**src/cmm_pkg.sv**
```systemverilog
// constants and types for the capture/compare module mode control
// assumes a single clock domain and an 8-bit register port
// Functional notes
// - match enabled: counter equal to compare value sets the capture/compare flag
// - toggle enabled: each counter/compare match inverts the module output pin
// - toggle and pulse mode both set select frequency output mode
// - pulse mode enabled drives a pulse-width modulated waveform on the output pin
// - wide select 0 uses 8 to 15-bit modulator, 1 uses 16-bit modulator
// - flag interrupt enabled: a set capture/compare flag raises the interrupt request
// - watchdog enabled: module 2 mode writes ignored, module acts as watchdog
`default_nettype none
package cmm_pkg;
  localparam int unsigned ADDR_W = 3;
  localparam int unsigned DATA_W = 8;
  localparam int unsigned CNT_W = 16;
  localparam logic [2:0] ADDR_MODE = 3'h0;
  localparam logic [2:0] ADDR_CMP_LO = 3'h1;
  localparam logic [2:0] ADDR_CMP_HI = 3'h2;
  localparam logic [2:0] ADDR_STATUS = 3'h3;
  localparam logic [2:0] ADDR_CTRL = 3'h4;
  // mode register fields
  localparam int unsigned BIT_WIDE = 7;
  localparam int unsigned BIT_MATCH = 3;
  localparam int unsigned BIT_TOGGLE = 2;
  localparam int unsigned BIT_PULSE = 1;
  localparam int unsigned BIT_IRQ_EN = 0;
  // status register fields
  localparam int unsigned BIT_FLAG = 0;
  localparam int unsigned BIT_PIN = 1;
  localparam int unsigned BIT_IRQ = 2;
  // control register fields
  localparam int unsigned BIT_WDT_EN = 0;
  localparam int unsigned EXTRA_LSB = 1;
  localparam int unsigned EXTRA_MSB = 3;
  localparam logic [7:0] MODE_RESET = 8'h00;
  localparam logic [7:0] CMP_RESET = 8'h00;
  localparam logic [7:0] CTRL_RESET = 8'h00;
  localparam logic [7:0] READ_ZERO = 8'h00;
  localparam int unsigned MODULE_INDEX = 2;
  localparam int unsigned WDT_MODULE = 2;
  localparam logic [3:0] PWM_SPAN = 4'h8;
  localparam logic [15:0] MASK_ALL = 16'hFFFF;

  typedef enum logic [2:0] {
    CMM_OFF = 3'h0,
    CMM_TOGGLE = 3'h1,
    CMM_PWM_NARROW = 3'h3,
    CMM_PWM_WIDE = 3'h2,
    CMM_FREQ = 3'h6
  } cmm_mode_e;

  function automatic cmm_mode_e cmm_decode(input logic [7:0] mode);
    cmm_mode_e m;
    m = CMM_OFF;
    if (mode[BIT_TOGGLE] && mode[BIT_PULSE])
      m = CMM_FREQ;
    else if (mode[BIT_PULSE])
      m = mode[BIT_WIDE] ? CMM_PWM_WIDE : CMM_PWM_NARROW;
    else if (mode[BIT_TOGGLE])
      m = CMM_TOGGLE;
    return m;
  endfunction

  // keeps the low 8 to 15 counter bits
  function automatic logic [15:0] cmm_pwm_mask(input logic [2:0] extra);
    logic [3:0] sh;
    sh = PWM_SPAN - {1'b0, extra};
    return MASK_ALL >> sh;
  endfunction
endpackage
`default_nettype wire

```
**src/cmm_match_if.sv**
```systemverilog
// carries compare value, counter and tick to the match detector, and its match pulses back
// assumes both ends share clk_in
`default_nettype none
interface cmm_match_if;
  logic [15:0] compare;
  logic [15:0] counter;
  logic tick;
  logic full_match;
  logic low_match;
  modport det (input compare, input counter, input tick, output full_match, output low_match);
  modport user (output compare, output counter, output tick, input full_match, input low_match);
endinterface
`default_nettype wire

```
**src/cmm_match.sv**
```systemverilog
// registered counter/compare match detector
// assumes counter is valid when tick is high
`default_nettype none
module cmm_match (
  input wire logic clk_in,     // system clock
  input wire logic rst_n_in,   // async reset, low
  input wire logic ce_in,      // clock enable
  cmm_match_if.det m           // match group
);
  logic full_r, full_nxt, low_r, low_nxt;

  always_comb
  begin
    full_nxt = m.tick && (m.counter == m.compare);
    low_nxt = m.tick && (m.counter[7:0] == m.compare[7:0]);
  end

  always_ff @(posedge clk_in or negedge rst_n_in)
  begin
    if (!rst_n_in)
    begin
      full_r <= 1'b0;
      low_r <= 1'b0;
    end
    else if (ce_in)
    begin
      full_r <= full_nxt;
      low_r <= low_nxt;
    end
  end

  assign m.full_match = full_r;
  assign m.low_match = low_r;

  property p_match_pulse;
    @(posedge clk_in) disable iff (!rst_n_in)
      (ce_in && m.tick && m.counter == m.compare) |=> m.full_match && m.low_match;
  endproperty
  a_match_pulse: assert property (p_match_pulse) else $error("match pulse missing");
endmodule // cmm_match
`default_nettype wire

```
**src/cmm_mode_ctrl.sv**
```systemverilog
// mode control for one capture/compare module with register port
// assumes counter and tick come from the shared counter, same clock
//
// Local design decisions: the register addresses and the strobed register port.
`default_nettype none
module cmm_mode_ctrl (
  input wire logic clk_in,            // system clock
  input wire logic rst_n_in,          // async reset, low
  input wire logic ce_in,             // clock enable, low freezes
  input wire logic [2:0] addr_in,     // register address
  input wire logic [7:0] wr_data_in,  // write data
  input wire logic wr_en_in,          // write strobe
  input wire logic rd_en_in,          // read strobe
  input wire logic [15:0] counter_in, // shared counter value
  input wire logic count_tick_in,     // counter value new
  output logic [7:0] rd_data_out,     // read data, cycle after strobe
  output logic pin_out,               // module output pin level
  output logic irq_out,               // flag interrupt request
  output logic wdt_reset_out          // watchdog expiry pulse
);
  logic [7:0] mode_r;
  logic [7:0] mode_nxt;
  logic [7:0] cmp_lo_r;
  logic [7:0] cmp_lo_nxt;
  logic [7:0] cmp_hi_r;
  logic [7:0] cmp_hi_nxt;
  logic [7:0] freq_tgt_r;
  logic [7:0] freq_tgt_nxt;
  logic [7:0] ctrl_r;
  logic [7:0] ctrl_nxt;
  logic [7:0] rd_data_r;
  logic [7:0] rd_data_nxt;
  logic flag_r;
  logic flag_nxt;
  logic pin_r;
  logic pin_nxt;
  logic irq_r;
  logic irq_nxt;
  logic wdt_rst_r;
  logic wdt_rst_nxt;
  logic wdt_lock;
  logic event_hit;
  logic [15:0] mask;
  cmm_pkg::cmm_mode_e mode_sel;

  cmm_match_if mif ();

  assign mode_sel = cmm_pkg::cmm_decode(mode_r);
  assign wdt_lock = ctrl_r[cmm_pkg::BIT_WDT_EN]
    && (cmm_pkg::MODULE_INDEX == cmm_pkg::WDT_MODULE);
  assign mask = cmm_pkg::cmm_pwm_mask(ctrl_r[cmm_pkg::EXTRA_MSB:cmm_pkg::EXTRA_LSB]);
  assign mif.compare = (mode_sel == cmm_pkg::CMM_FREQ) ? {cmp_hi_r, freq_tgt_r}
    : {cmp_hi_r, cmp_lo_r};
  assign mif.counter = counter_in;
  assign mif.tick = count_tick_in;

  cmm_match u_match (
    .clk_in   (clk_in),
    .rst_n_in (rst_n_in),
    .ce_in    (ce_in),
    .m        (mif.det)
  );

  // frequency mode runs on the low-byte match
  assign event_hit = (mode_sel == cmm_pkg::CMM_FREQ) ? mif.low_match : mif.full_match;

  always_comb
  begin
    mode_nxt = mode_r;
    cmp_lo_nxt = cmp_lo_r;
    cmp_hi_nxt = cmp_hi_r;
    freq_tgt_nxt = freq_tgt_r;
    ctrl_nxt = ctrl_r;
    flag_nxt = flag_r;
    pin_nxt = pin_r;
    rd_data_nxt = cmm_pkg::READ_ZERO;
    if (wr_en_in)
    begin
      case (addr_in)
        cmm_pkg::ADDR_MODE:
        begin
          if (!wdt_lock)
            mode_nxt = wr_data_in;
        end
        cmm_pkg::ADDR_CMP_LO:
        begin
          cmp_lo_nxt = wr_data_in;
          freq_tgt_nxt = wr_data_in;
        end
        cmm_pkg::ADDR_CMP_HI:
          cmp_hi_nxt = wr_data_in;
        cmm_pkg::ADDR_STATUS:
        begin
          if (wr_data_in[cmm_pkg::BIT_FLAG])
            flag_nxt = 1'b0;
        end
        cmm_pkg::ADDR_CTRL:
          ctrl_nxt = wr_data_in;
        default:
          ctrl_nxt = ctrl_r;
      endcase
    end
    if (mode_r[cmm_pkg::BIT_MATCH] && event_hit)
      flag_nxt = 1'b1;
    if (!wdt_lock)
    begin
      case (mode_sel)
        cmm_pkg::CMM_TOGGLE:
        begin
          if (mif.full_match)
            pin_nxt = !pin_r;
        end
        cmm_pkg::CMM_FREQ:
        begin
          if (mif.low_match)
          begin
            pin_nxt = !pin_r;
            freq_tgt_nxt = freq_tgt_r + cmp_hi_r;
          end
        end
        cmm_pkg::CMM_PWM_NARROW:
        begin
          if (count_tick_in)
            pin_nxt = (counter_in & mask) >= ({cmp_hi_r, cmp_lo_r} & mask);
        end
        cmm_pkg::CMM_PWM_WIDE:
        begin
          if (count_tick_in)
            pin_nxt = counter_in >= {cmp_hi_r, cmp_lo_r};
        end
        default:
          pin_nxt = pin_r;
      endcase
    end
    if (rd_en_in)
    begin
      case (addr_in)
        cmm_pkg::ADDR_MODE:
          rd_data_nxt = mode_r;
        cmm_pkg::ADDR_CMP_LO:
          rd_data_nxt = cmp_lo_r;
        cmm_pkg::ADDR_CMP_HI:
          rd_data_nxt = cmp_hi_r;
        cmm_pkg::ADDR_STATUS:
        begin
          rd_data_nxt[cmm_pkg::BIT_FLAG] = flag_r;
          rd_data_nxt[cmm_pkg::BIT_PIN] = pin_r;
          rd_data_nxt[cmm_pkg::BIT_IRQ] = irq_r;
        end
        cmm_pkg::ADDR_CTRL:
          rd_data_nxt = ctrl_r;
        default:
          rd_data_nxt = cmm_pkg::READ_ZERO;
      endcase
    end
    wdt_rst_nxt = wdt_lock && mif.full_match;
    irq_nxt = flag_nxt && mode_nxt[cmm_pkg::BIT_IRQ_EN];
  end

  always_ff @(posedge clk_in or negedge rst_n_in)
  begin
    if (!rst_n_in)
    begin
      mode_r <= cmm_pkg::MODE_RESET;
      cmp_lo_r <= cmm_pkg::CMP_RESET;
      cmp_hi_r <= cmm_pkg::CMP_RESET;
      freq_tgt_r <= cmm_pkg::CMP_RESET;
      ctrl_r <= cmm_pkg::CTRL_RESET;
      rd_data_r <= cmm_pkg::READ_ZERO;
      flag_r <= 1'b0;
      pin_r <= 1'b0;
      irq_r <= 1'b0;
      wdt_rst_r <= 1'b0;
    end
    else if (ce_in)
    begin
      mode_r <= mode_nxt;
      cmp_lo_r <= cmp_lo_nxt;
      cmp_hi_r <= cmp_hi_nxt;
      freq_tgt_r <= freq_tgt_nxt;
      ctrl_r <= ctrl_nxt;
      rd_data_r <= rd_data_nxt;
      flag_r <= flag_nxt;
      pin_r <= pin_nxt;
      irq_r <= irq_nxt;
      wdt_rst_r <= wdt_rst_nxt;
    end
  end

  assign rd_data_out = rd_data_r;
  assign pin_out = pin_r;
  assign irq_out = irq_r;
  assign wdt_reset_out = wdt_rst_r;

  property p_flag_set;
    @(posedge clk_in) disable iff (!rst_n_in)
      (ce_in && mode_r[cmm_pkg::BIT_MATCH] && event_hit) |=> flag_r;
  endproperty
  a_flag_set: assert property (p_flag_set) else $error("flag not set on match");

  property p_toggle;
    @(posedge clk_in) disable iff (!rst_n_in)
      (ce_in && !wdt_lock && mode_sel == cmm_pkg::CMM_TOGGLE && mif.full_match)
        |=> (pin_r != $past(pin_r));
  endproperty
  a_toggle: assert property (p_toggle) else $error("pin did not toggle");

  property p_freq;
    @(posedge clk_in) disable iff (!rst_n_in)
      (ce_in && !wdt_lock && mode_r[cmm_pkg::BIT_TOGGLE] && mode_r[cmm_pkg::BIT_PULSE]
        && mif.low_match) |=> (pin_r != $past(pin_r));
  endproperty
  a_freq: assert property (p_freq) else $error("frequency output did not toggle");

  property p_pwm_wide;
    @(posedge clk_in) disable iff (!rst_n_in)
      (ce_in && !wdt_lock && mode_sel == cmm_pkg::CMM_PWM_WIDE && count_tick_in)
        |=> (pin_r == ($past(counter_in) >= {$past(cmp_hi_r), $past(cmp_lo_r)}));
  endproperty
  a_pwm_wide: assert property (p_pwm_wide) else $error("wide modulator level wrong");

  property p_pwm_narrow;
    @(posedge clk_in) disable iff (!rst_n_in)
      (ce_in && !wdt_lock && mode_sel == cmm_pkg::CMM_PWM_NARROW && count_tick_in
        && ((counter_in & mask) < ({cmp_hi_r, cmp_lo_r} & mask))) |=> !pin_r;
  endproperty
  a_pwm_narrow: assert property (p_pwm_narrow) else $error("narrow modulator level wrong");

  property p_irq;
    @(posedge clk_in) disable iff (!rst_n_in)
      (flag_r && mode_r[cmm_pkg::BIT_IRQ_EN]) |-> irq_out;
  endproperty
  a_irq: assert property (p_irq) else $error("interrupt request missing");

  property p_lock;
    @(posedge clk_in) disable iff (!rst_n_in)
      (ce_in && wdt_lock && wr_en_in && addr_in == cmm_pkg::ADDR_MODE) |=> $stable(mode_r);
  endproperty
  a_lock: assert property (p_lock) else $error("locked mode register changed");

  property p_wdt;
    @(posedge clk_in) disable iff (!rst_n_in)
      (ce_in && wdt_lock && mif.full_match) |=> wdt_reset_out
        ##1 (!$past(ce_in) || !wdt_reset_out || $past(mif.full_match));
  endproperty
  a_wdt: assert property (p_wdt) else $error("watchdog pulse wrong");

  property p_no_irq;
    @(posedge clk_in) disable iff (!rst_n_in)
      !mode_r[cmm_pkg::BIT_IRQ_EN] |-> !irq_out;
  endproperty
  a_no_irq: assert property (p_no_irq) else $error("masked flag raised request");

  property p_read_status;
    @(posedge clk_in) disable iff (!rst_n_in)
      (ce_in && rd_en_in && addr_in == cmm_pkg::ADDR_STATUS)
        |=> (rd_data_out[cmm_pkg::BIT_FLAG] == $past(flag_r));
  endproperty
  a_read_status: assert property (p_read_status) else $error("status read wrong");

  c_toggle: cover property (@(posedge clk_in) disable iff (!rst_n_in)
    mode_sel == cmm_pkg::CMM_TOGGLE && mif.full_match);
  c_freq: cover property (@(posedge clk_in) disable iff (!rst_n_in)
    mode_sel == cmm_pkg::CMM_FREQ && mif.low_match);
  c_irq: cover property (@(posedge clk_in) disable iff (!rst_n_in) $rose(irq_out));
  c_lock: cover property (@(posedge clk_in) disable iff (!rst_n_in)
    wdt_lock && wr_en_in && addr_in == cmm_pkg::ADDR_MODE);
endmodule // cmm_mode_ctrl
`default_nettype wire

```
**config.mk**
```make
export PLATFORM = sky130hd
export DESIGN_NAME = cmm_mode_ctrl
export DESIGN_NICKNAME = d
export VERILOG_FILES = /design/src/cmm_pkg.sv /design/src/cmm_match_if.sv /design/src/cmm_match.sv /design/src/cmm_mode_ctrl.sv
export SDC_FILE = /design/constraint.sdc
export NUM_CORES = 1
export LEC_CHECK = 0
export BUFFER_PORTS_ARGS = -buffer_cell sky130_fd_sc_hd__buf_2
export CORE_UTILIZATION = 59
export DETAILED_ROUTE_END_ITERATION = 12
export PLACE_DENSITY = 0.8
export SETUP_SLACK_MARGIN = 0.4
export SLEW_MARGIN = 0
export SYNTH_ARGS = -nofsm -noshare
export SYNTH_HDL_FRONTEND = slang
export SYNTH_SLANG_ARGS = --single-unit
export TNS_END_PERCENT = 50
```
**constraint.sdc**
```tcl
create_clock -name clk_in -period 2.93 [get_ports clk_in]
set_input_delay 0.1465 -clock clk_in [delete_from_list [all_inputs] [get_ports clk_in]]
set_output_delay 0.1465 -clock clk_in [all_outputs]
set_load 0.01 [all_outputs]
```
==> flow_summary.json, run 1 <==
{
  "outcome": "finished, final reports clean",
  "synth-main-ff-cell": "dfrtp_1",
  "ys_seq_elements": 54,
  "worstSkewPairLatency_ns": 0.30,
  "io_pins": 44,
  "yosysUniqueCellTypes": 59,
  "highest_layer": "met4",
  "crit_fanout": 3,
  "worstPathCellList": "inv_2 > ha_2 > inv_1 > ha_4 > inv_2 > o21ai_1 > and2_1 > ha_1 > a31oi_1 > o31ai_1 > a211oi_1 > o211ai_1",
  "rows": 29,
  "fmax_mhz": 416,
  "start_util_pct": 61.1,
  "clock_sinks": 54,
  "synth_area_um2": 3860,
  "drc": 0,
  "grt_pass1_vias": 3324,
  "dieArea_um2": 6870,
  "dp_hpwl_um": 8120,
  "async_flop_share_pct": 100,
  "syn_nets": 476,
  "num_vias": 3442,
  "worst_pin_slew_ns": 0.794,
  "die_h_um": 82.9,
  "grt_max_degree": 35,
  "gp_congestion": 0.980,
  "clk_pin_slew_ns": 0.10,
  "min_period_over_period_pct": 82.1,
  "drv_cap": 0,
  "slew_violations": 0,
  "syn_to_final_growth_pct": 10.7,
  "routedWlPerCell_um": 20.3,
  "grt_use_total_pct": 32.2,
  "cts-buffers-inserted": 5,
  "crit_arrival_ns": 2.58,
  "antenna_found_initial": 0,
  "grt_first_pass_wirelength_um": 17300,
  "dieWidth_um": 82.9,
  "port_buffers": 43,
  "cpMostUsedCell": "inv_2",
  "ir_drop_uv": 378,
  "drive_above_1_share_pct": 21.9,
  "grt_overflow": 0,
  "synthTopCellsByArea": "dfrtp_1 35%, ha_1 12%, mux2_2 6.7%",
  "h-tree-depth": 2,
  "cp_slowest_cell": "dfrtp_2",
  "cts_tree": "done",
  "clock_path_buffers": 2,
  "powerDensity_nw_per_um2": 629,
  "coreArea_um2": 6310,
  "slew_headroom_pct": 47.0,
  "antenna_left": 0,
  "hold_viol_final": 0,
  "yosys_warnings": 0,
  "seq_area_frac_synth_pct": 35.0,
  "synth_edf_count": 0,
  "yosysMostFrequentCell": "dfrtp_1",
  "met3_wirelength_um": 787,
  "drt_iter0_drc": 276,
  "wl_met2_um": 4910,
  "whs_ns": 0.146,
  "synthDominantCellAreaShare_pct": 35.0,
  "p_leak_nw": 1.98,
  "root_buffer": "clkbuf_8",
  "met1_length_um": 4430,
  "worstSetupPathType": "flip-flop to flip-flop",
  "grt_setup_unrepaired": "no",
  "synth_top_area_cell": "dfrtp_1",
  "syn_avg_cell_area_um2": 9.50,
  "synthCells": 406,
  "final.setup.tns_ns": 0,
  "diodes": 0,
  "crit_required_ns": 3.11,
  "period_minus_slack_ns": 2.41,
  "drt-pass1-iter-count": 6,
  "final_core_util_pct": 67.7,
  "via_per_inst": 6.56,
  "hold_class": "input pin to flip-flop",
  "drt-total-wl_um": 10700,
  "final_nets": 518,
  "finalSetupViolations": 0,
  "start_kind": "flip-flop",
  "synth_common_cells": "54 x dfrtp_1, 36 x ha_1, 33 x nand2_1",
  "slowest_delay_ns": 0.44,
  "fin_skew_ns": 0.00492,
  "endpoint_kind": "flip-flop"
}
==> registers in the layout, indices dropped and copies added, names as in the netlist <==
name,count
irq_out,1
rd_data_out,8
pin_out,1
wdt_reset_out,1
cmp_lo_r,8
freq_tgt_r,8
flag_r,1
u_match.m.low_match,1
cmp_hi_r,8
mode_r,8
u_match.m.full_match,1
ctrl_r,8
==> critical path: cells and delay by family (launching register included) <==
kind | cells | cell delay [ns]
DFF | 1 | 0.44
buffers and inverters | 3 | 0.19
adders and majority gates | 3 | 0.68
and+or+nand+nor | 1 | 0.15
AOI/OAI and AO/OA | 5 | 0.81
==> cell usage in the layout (no fill, tap or decap), drive strengths merged, types with 6 or more instances in the layout <==
cell,Yosys,layout
dfrtp,54,54
buf,11,48
ha,36,36
nand2,34,34
inv,29,29
a21oi,25,25
mux2,23,23
nor2,20,20
o21ai,19,19
nand3,17,17
mux2i,11,11
o2bb2ai,9,9
nor3,9,9
xnor2,7,7
nor2b,7,7
nand4,6,6
a31oi,6,6
and3,6,6
==> final cells by class <==
type	instances	area, um2
clock buffers	5	68.8
clock inverters	2	15.0
fillers	523	2040
inverters	29	109
multi-input cells	309	2370
flip-flops and latches	54	1350
well taps	77	96.3
repair buffers	49	263
==> logic make-up after synthesis <==
| logic type | after synthesis | synth area share (%) |
|---|---|---|
| buffers and inverters | 43 | 4.64 |
| adders and majority gates | 37 | 12.2 |
| xor gates and xnor gates | 11 | 2.50 |
| AOI/OAI and AO/OA | 102 | 17.5 |
| DFF | 54 | 35.0 |
| muxes | 37 | 11.4 |
| and+or+nand+nor | 122 | 16.7 |
==> repair_timing <==
item / in CTS / in global routing
buffers inserted: 2 / 2
hold buffers: 1 / 0
setup endpoints to repair: 1 / 1
gates resized for setup: 2 / 11
pin swaps: 0 / 2
hold endpoints to repair: 33 / 0
==> path summary, 6_finish.rpt <==
| check | from | to | slack, ns | depth (start not counted) |
|---|---|---|---|---|
| worst min-delay path | wr_data_in[6] | cmp_hi_r[6] | 0.15 | 3 |
| worst min register to register | rd_data_out[1] | rd_data_out[1] | 0.49 | 1 |
| min in group asynchronous | rst_n_in | cmp_hi_r[7] | 0.45 | 2 |
| worst max register to register | ctrl_r[2] | pin_out | 0.52 | 12 |
| worst max-delay path | ctrl_r[2] | pin_out | 0.52 | 12 |
| max in group asynchronous | rst_n_in | flag_r | 1.70 | 3 |
==> report_power, final <==
group          internal [W]  switching, W  total (W)
clock network      0.000164      0.000251   0.000415
registers          0.000896      0.000213    0.00111
logic              0.000543      0.000620    0.00116
total               0.00160       0.00108    0.00269
==> through the flow <==
step,std cells,cell area [um2],setup slack (ns),power [W]
detailed placement,513,4110,0.380,0.00219
floorplan,406,3860,0.612,0.00186
finish,525,4270,0.525,0.00269
global route,525,4270,0.302,0.00288
CTS,523,4220,0.430,0.00262
global placement,513,4110,0.469,0.00214
==> metal layers <==
layer	GRT usage, %	vias to the layer above
li1	-	1581
met1	42.5	1675
met2	51.1	148
met3	5.47	38
met4	16.6	0
met5	0	-
Note: power is estimated with default switching activity, not from simulation.
==> run 2: changes to the inputs <==
--- a/config.mk
+++ b/config.mk
@@ -5,10 +5,11 @@
 export SDC_FILE = /design/constraint.sdc
 export NUM_CORES = 1
 export LEC_CHECK = 0
+export ABC_AREA = 1
 export BUFFER_PORTS_ARGS = -buffer_cell sky130_fd_sc_hd__buf_2
-export CORE_UTILIZATION = 59
+export CORE_UTILIZATION = 54
 export DETAILED_ROUTE_END_ITERATION = 12
-export PLACE_DENSITY = 0.8
+export PLACE_DENSITY = 0.77
 export SETUP_SLACK_MARGIN = 0.4
 export SLEW_MARGIN = 0
 export SYNTH_ARGS = -nofsm -noshare
==> constraint.sdc (replaced) <==
create_clock -name clk_in -period 2.17 [get_ports clk_in]
set_input_delay 0.1085 -clock clk_in [delete_from_list [all_inputs] [get_ports clk_in]]
set_output_delay 0.1085 -clock clk_in [all_outputs]
set_load 0.01 [all_outputs]
==> run 2 against run 1 <==
Compared with the run above: the flow now finishes with violations (setup timing); via count is 15% higher; total power is 41% higher; synthesized cell count is 33% higher; count of clock-buffer cells in the layout is 1 higher; largest cell class unchanged; highest routed layer unchanged.
==> flow_summary.json, run 2 <==
{
  "crit_family": "simple AND/OR/NAND/NOR gates",
  "grt_first_pass_wirelength_um": 18300,
  "grt_overflow": 0,
  "antenna_found_initial": 0,
  "outcome": "complete, but fails checks",
  "via_per_inst": 5.65,
  "synth_common_cells": "151 x nand2_1, 81 x inv_1, 59 x o21ai_0",
  "r2r_slack_ns": -0.06,
  "hold_depth": 3,
  "slowest_delay_ns": 0.38,
  "crit_required_ns": 2.43,
  "grt_use_total_pct": 32.3,
  "fmax_mhz": 448,
  "syn_to_final_growth_pct": 17.4,
  "num_vias": 3952,
  "cts-buffers-inserted": 5,
  "worst_slack_ns": -0.0605,
  "failed_checks": "setup timing",
  "ys_seq_elements": 54,
  "cp_slowest_cell": "dfrtp_1",
  "layout_commonest_cell": "nand2_1",
  "gp_congestion": 0.940,
  "synthTopCellsByArea": "dfrtp_1 34%, nand2_1 14%, ha_1 11%",
  "final_core_util_pct": 66.7,
  "routedWlPerCell_um": 16.8,
  "synth_top_area_cell": "dfrtp_1",
  "start_kind": "flip-flop",
  "worstSetupPathType": "flip-flop to flip-flop",
  "clock_sinks": 54,
  "syn_nets": 610,
  "cpMostUsedCell": "nand2_1",
  "yosysMostFrequentCell": "nand2_1",
  "period_minus_slack_ns": 2.23,
  "r2r_end": "pin_out",
  "min_to": "cmp_lo_r[1]",
  "worstSkewPairLatency_ns": 0.32,
  "worst_pin_slew_ns": 0.739,
  "hold_viol_final": 0,
  "dieArea_um2": 7610,
  "async_flop_share_pct": 100,
  "finalSetupViolations": 1,
  "drt-total-wl_um": 11800,
  "dieWidth_um": 87.3,
  "ir_drop_uv": 411,
  "crit_fanout": 5,
  "dp_slack_ns": -0.101,
  "synth_area_um2": 3930,
  "powerDensity_nw_per_um2": 821,
  "start_util_pct": 56.8,
  "drt_iter0_drc": 327,
  "p_leak_nw": 2.42,
  "rows": 30,
  "crit_buf_inv": 5,
  "h-tree-depth": 2,
  "yosysUniqueCellTypes": 39,
  "drive_above_1_share_pct": 20.2,
  "drt-pass1-iter-count": 5,
  "worstPathCellList": "inv_2 > buf_4 > buf_4 > nand2_1 > buf_4 > o21ai_2 > or2_4 > ha_4 > nand2_1 > o21bai_1 > a21oi_1 > nor2_1 > nand2_1 > nand2_1 > nand3_1 > nand2_1 > inv_1",
  "slew_violations": 0,
  "final_nets": 673,
  "seq_area_frac_synth_pct": 34.4,
  "grt_max_degree": 34,
  "startpoint": "ctrl_r[1]",
  "coreArea_um2": 6910,
  "dpl.cell_count": 685,
  "r2r_cells": 17,
  "grt_pass1_vias": 3747,
  "crit_arrival_ns": 2.49,
  "port_buffers": 43,
  "hold_class": "input pin to flip-flop",
  "synth-main-ff-cell": "dfrtp_1",
  "drv_cap": 0,
  "grt_setup_unrepaired": "yes",
  "synthCells": 540,
  "min_period_over_period_pct": 103,
  "synth_edf_count": 0,
  "cts_tree": "done",
  "fin_cells": 700,
  "hold_start": "wr_data_in[1]",
  "whs_ns": 0.0529,
  "slew_headroom_pct": 50.7,
  "yosys_warnings": 0,
  "layout_common_cells": "147 x nand2_1, 76 x inv_1, 56 x o21ai_0, 53 x dfrtp_1, 43 x buf_2",
  "antenna_left": 0,
  "fin_skew_ns": 0.0150,
  "root_buffer": "clkbuf_8",
  "drc": 0,
  "clock_path_buffers": 2,
  "diodes": 0,
  "syn_avg_cell_area_um2": 7.27,
  "clk_pin_slew_ns": 0.11,
  "worstReg2RegStart": "ctrl_r[1]",
  "synthDominantCellAreaShare_pct": 34.4,
  "endpoint_kind": "flip-flop",
  "io_pins": 44,
  "die_h_um": 87.3,
  "dp_hpwl_um": 9010
}
==> run 2: cells by family after synthesis <==
family	after synthesis	share of synthesized area, %
compound gates	121	17.3
xor+xnor	8	1.78
fa+ha+maj	37	12.0
buf+inv	95	9.75
flops	54	34.4
simple gates	225	24.7
==> run 2: metal layers <==
metal,vias up,GRT usage [%],part of all wire [%]
li1,1885,-,-
met1,1845,42.2,41
met2,191,54.5,48
met3,31,5.21,8.2
met4,0,10.7,2.9
met5,-,0,0
==> run 2: worst min-delay path, cell delays in order <==
cell and delay [ns]:
buf_2 0.11, nand2_1 0.05, o21ai_0 0.06
==> run 2: timing repair <==
item | in CTS | in global routing
endpoints found under the hold margin | 31 | 0
resized for setup | 7 | 17
setup endpoints to repair | 4 | 7
buffers inserted | 3 | 3
hold buffers | 1 | 0
pin swaps | 4 | 7
==> run 2: how the worst max path moves through the flow <==
stage | to | slack, ns | cells after the start
after floorplan | pin_out | 0.01 | 20
after global placement | pin_out | -0.06 | 20
after detailed placement | pin_out | -0.10 | 21
after CTS | pin_out | -0.06 | 21
after global routing | pin_out | -0.31 | 21
final | pin_out | -0.06 | 17
==> run 2: layout make-up <==
class | instances | area (um2)
repair buffers | 66 | 390
multi-input cells | 391 | 2330
inverters | 85 | 319
clock buffers | 6 | 82.6
clock inverters | 2 | 16.3
well taps | 96 | 120
fillers | 622 | 2300
flip-flops and latches | 54 | 1350
==> run 2: per-stage QoR <==
| stage | power, W | instance area, um2 | TNS (ns) |
|---|---|---|---|
| floorplan | 0.00245 | 3960 | 0 |
| global placement | 0.00292 | 4350 | -0.0620 |
| detailed placement | 0.00298 | 4350 | -0.101 |
| CTS | 0.00366 | 4510 | -0.0570 |
| global route | 0.00406 | 4610 | -0.308 |
| finish | 0.00378 | 4610 | -0.0605 |
==> run 2: report_power, final <==
| group | leakage, nW | total [W] | switching (W) | internal, W |
|---|---|---|---|---|
| combinational | 1.69 | 0.00176 | 0.00105 | 0.000714 |
| clock | 0.0478 | 0.000627 | 0.000363 | 0.000264 |
| sequential | 0.679 | 0.00139 | 0.000191 | 0.00120 |
==> run 3: changes to the inputs <==
--- a/config.mk
+++ b/config.mk
@@ -7,9 +7,11 @@
 export LEC_CHECK = 0
 export ABC_AREA = 1
 export BUFFER_PORTS_ARGS = -buffer_cell sky130_fd_sc_hd__buf_2
-export CORE_UTILIZATION = 54
+export CELL_PAD_IN_SITES_DETAIL_PLACEMENT = 2
+export CELL_PAD_IN_SITES_GLOBAL_PLACEMENT = 2
+export CORE_UTILIZATION = 31
 export DETAILED_ROUTE_END_ITERATION = 12
-export PLACE_DENSITY = 0.77
+export PLACE_DENSITY_LB_ADDON = 0.1
 export SETUP_SLACK_MARGIN = 0.4
 export SLEW_MARGIN = 0
 export SYNTH_ARGS = -nofsm -noshare
==> run 3 against run 2 <==
Compared with the run above: global-route usage is 6.9 points lower; via count is 2.6% higher; total power is 16% higher; wire length is 35% higher; the run still ends with setup timing left; worst hold slack better by 0.039 ns; sequential power hardly changed; first-iteration DRC count is 45% lower; register-to-register slack worse by 0.15 ns; core utilization is 26 points lower; critical path depth is 3 higher.
==> flow_summary.json, run 3 (synthesis gave the netlist of run 2 again) <==
{
  "outcome": "complete, but fails checks",
  "failed_checks": "setup timing",
  "worstSetupPathType": "flip-flop to flip-flop",
  "clock_path_buffers": 2,
  "finalSetupViolations": 1,
  "crit_end": "pin_out",
  "worst_slack_ns": -0.215,
  "startpoint": "ctrl_r[1]",
  "routedWlPerCell_um": 20.3,
  "num_vias": 4055,
  "root_buffer": "clkbuf_16",
  "crit_arrival_ns": 2.59,
  "hold_class": "input pin to flip-flop",
  "crit_required_ns": 2.38,
  "min_period_over_period_pct": 110,
  "cp_slowest_cell": "dfrtp_1",
  "worstSkewPairLatency_ns": 0.30,
  "powerDensity_nw_per_um2": 886,
  "grt_overflow": 0,
  "cts_tree": "done",
  "clk_pin_slew_ns": 0.08,
  "worstReg2RegStart": "ctrl_r[1]",
  "r2r_cells": 20,
  "port_buffers": 43,
  "fillers": 1421,
  "slowest_delay_ns": 0.39,
  "io_pins": 44,
  "r2r_end": "pin_out",
  "dieWidth_um": 115,
  "grt_setup_unrepaired": "yes",
  "endpoint_kind": "flip-flop",
  "grt_pass1_vias": 4405,
  "drive_above_1_share_pct": 23.7,
  "grt_first_pass_wirelength_um": 24600,
  "crit_fanout": 3,
  "p_total_w": 0.00438,
  "r2r_slack_ns": -0.22,
  "final_nets": 684,
  "layout_commonest_cell": "nand2_1",
  "hold_viol_final": 0,
  "drt-total-wl_um": 15900,
  "cts-buffers-inserted": 5,
  "fmax_mhz": 419,
  "h-tree-depth": 2,
  "fin_cells": 783,
  "grt_max_degree": 34,
  "start_util_pct": 32.3,
  "via_per_inst": 5.18,
  "design_area_um2": 4940,
  "layout_common_cells": "146 x nand2_1, 74 x inv_1, 52 x o21ai_0, 50 x dfrtp_1, 43 x buf_2",
  "gp_congestion": 0.825,
  "worst_pin_slew_ns": 0.592,
  "p_leak_nw": 2.51,
  "fin_skew_ns": 0.00648,
  "dp_slack_ns": -0.288,
  "hold_depth": 3,
  "cpMostUsedCell": "nand2_1",
  "dieArea_um2": 13100,
  "slew_headroom_pct": 60.6,
  "diodes": 0,
  "drc": 0,
  "period_minus_slack_ns": 2.39,
  "worstPathCellList": "inv_2 > ha_4 > inv_2 > ha_4 > inv_4 > o21ai_4 > nand2_2 > ha_1 > nand2_2 > inv_1 > nand2_1 > nand2_1 > nor2_1 > nand2_1 > nand2_1 > nand2_1 > nand2_1 > nand3_1 > nand2_1 > inv_1",
  "drt-pass1-iter-count": 4,
  "place_area_um2": 4510,
  "antenna_left": 0,
  "start_kind": "flip-flop",
  "drt_iter0_drc": 179,
  "ir_drop_uv": 389,
  "slew_violations": 0,
  "rows": 40,
  "dpl.cell_count": 764,
  "drv_cap": 0,
  "dp_hpwl_um": 12500,
  "coreArea_um2": 12200,
  "syn_to_final_growth_pct": 25.9,
  "clock_sinks": 54,
  "antenna_found_initial": 0,
  "grt_use_total_pct": 25.4,
  "die_h_um": 115
}
==> run 3: cell count changes in the layout (fill, tap and decap cells not counted), sizes merged <==
cell / before / now
clkinv: 0 / 2
clkinvlp: 1 / 0
buf: 65 / 76
clkbuf: 6 / 5
==> run 3: cell type report <==
| cell class | count | area, um2 | area share, % |
|---|---|---|---|
| inverter | 85 | 322 | 6.51 |
| multi-input combinational | 391 | 2400 | 48.5 |
| sequential | 54 | 1360 | 27.4 |
| clock inverter | 3 | 28.8 | 0.582 |
| timing repair buffer | 77 | 502 | 10.2 |
| tap | 168 | 210 | 4.25 |
| clock buffer | 5 | 125 | 2.53 |
==> run 3: repair_timing <==
item                                    CTS  global route
hold buffers                              1             0
pin swaps                                11            18
setup buffers                             7             3
resized for setup                        17            34
cloned                                    0             0
endpoints found under the setup margin    7             8
hold endpoints to repair                 21             0
==> run 3: layer usage <==
layer,track usage (%),part of all wire (%),wire [um],up-vias
li1,-,-,-,1909
met1,32.4,45,7220,2064
met2,45.6,51,8050,65
met3,2.75,2.3,361,17
met4,6.23,1.8,285,0
met5,0,0,0,-
==> run 3: through the flow <==
step           setup TNS (ns)  utilization, %  hold WS (ns)
2_1_floorplan               0               -        -0.187
3_3_place_gp           -0.109            37.0         0.147
3_5_place_dp           -0.288            37.0         0.146
4_1_cts                -0.203            39.4        0.0836
5_1_grt                -0.402            40.6         0.111
6_report               -0.215            40.6        0.0922
==> run 3: how the worst min path moves through the flow <==
| stage | startpoint | end | slack [ns] |
|---|---|---|---|
| floorplan | rst_n_in | cmp_hi_r[0] | -0.19 |
| global placement | rst_n_in | freq_tgt_r[4] | 0.15 |
| global route | wr_data_in[7] | ctrl_r[7] | 0.11 |
| finish | wr_data_in[7] | ctrl_r[7] | 0.09 |
| detailed placement | rst_n_in | freq_tgt_r[4] | 0.15 |
| CTS | wr_data_in[7] | mode_r[7] | 0.08 |
==> run 3: where the power goes <==
part	switching [W]	total, W	internal [W]
Combinational	0.00126	0.00210	0.000843
Clock	0.000429	0.000871	0.000442
Sequential	0.000197	0.00140	0.00121
==> run 3: critical path: cells and delay by family, from the launching register on <==
family,cells,cell delay (ns)
adder cells (fa/ha/maj),3,0.71
flip-flops,1,0.39
AND/OR/NAND/NOR,11,0.74
buffers and inverters,5,0.28
AO/OA/AOI/OAI,1,0.15
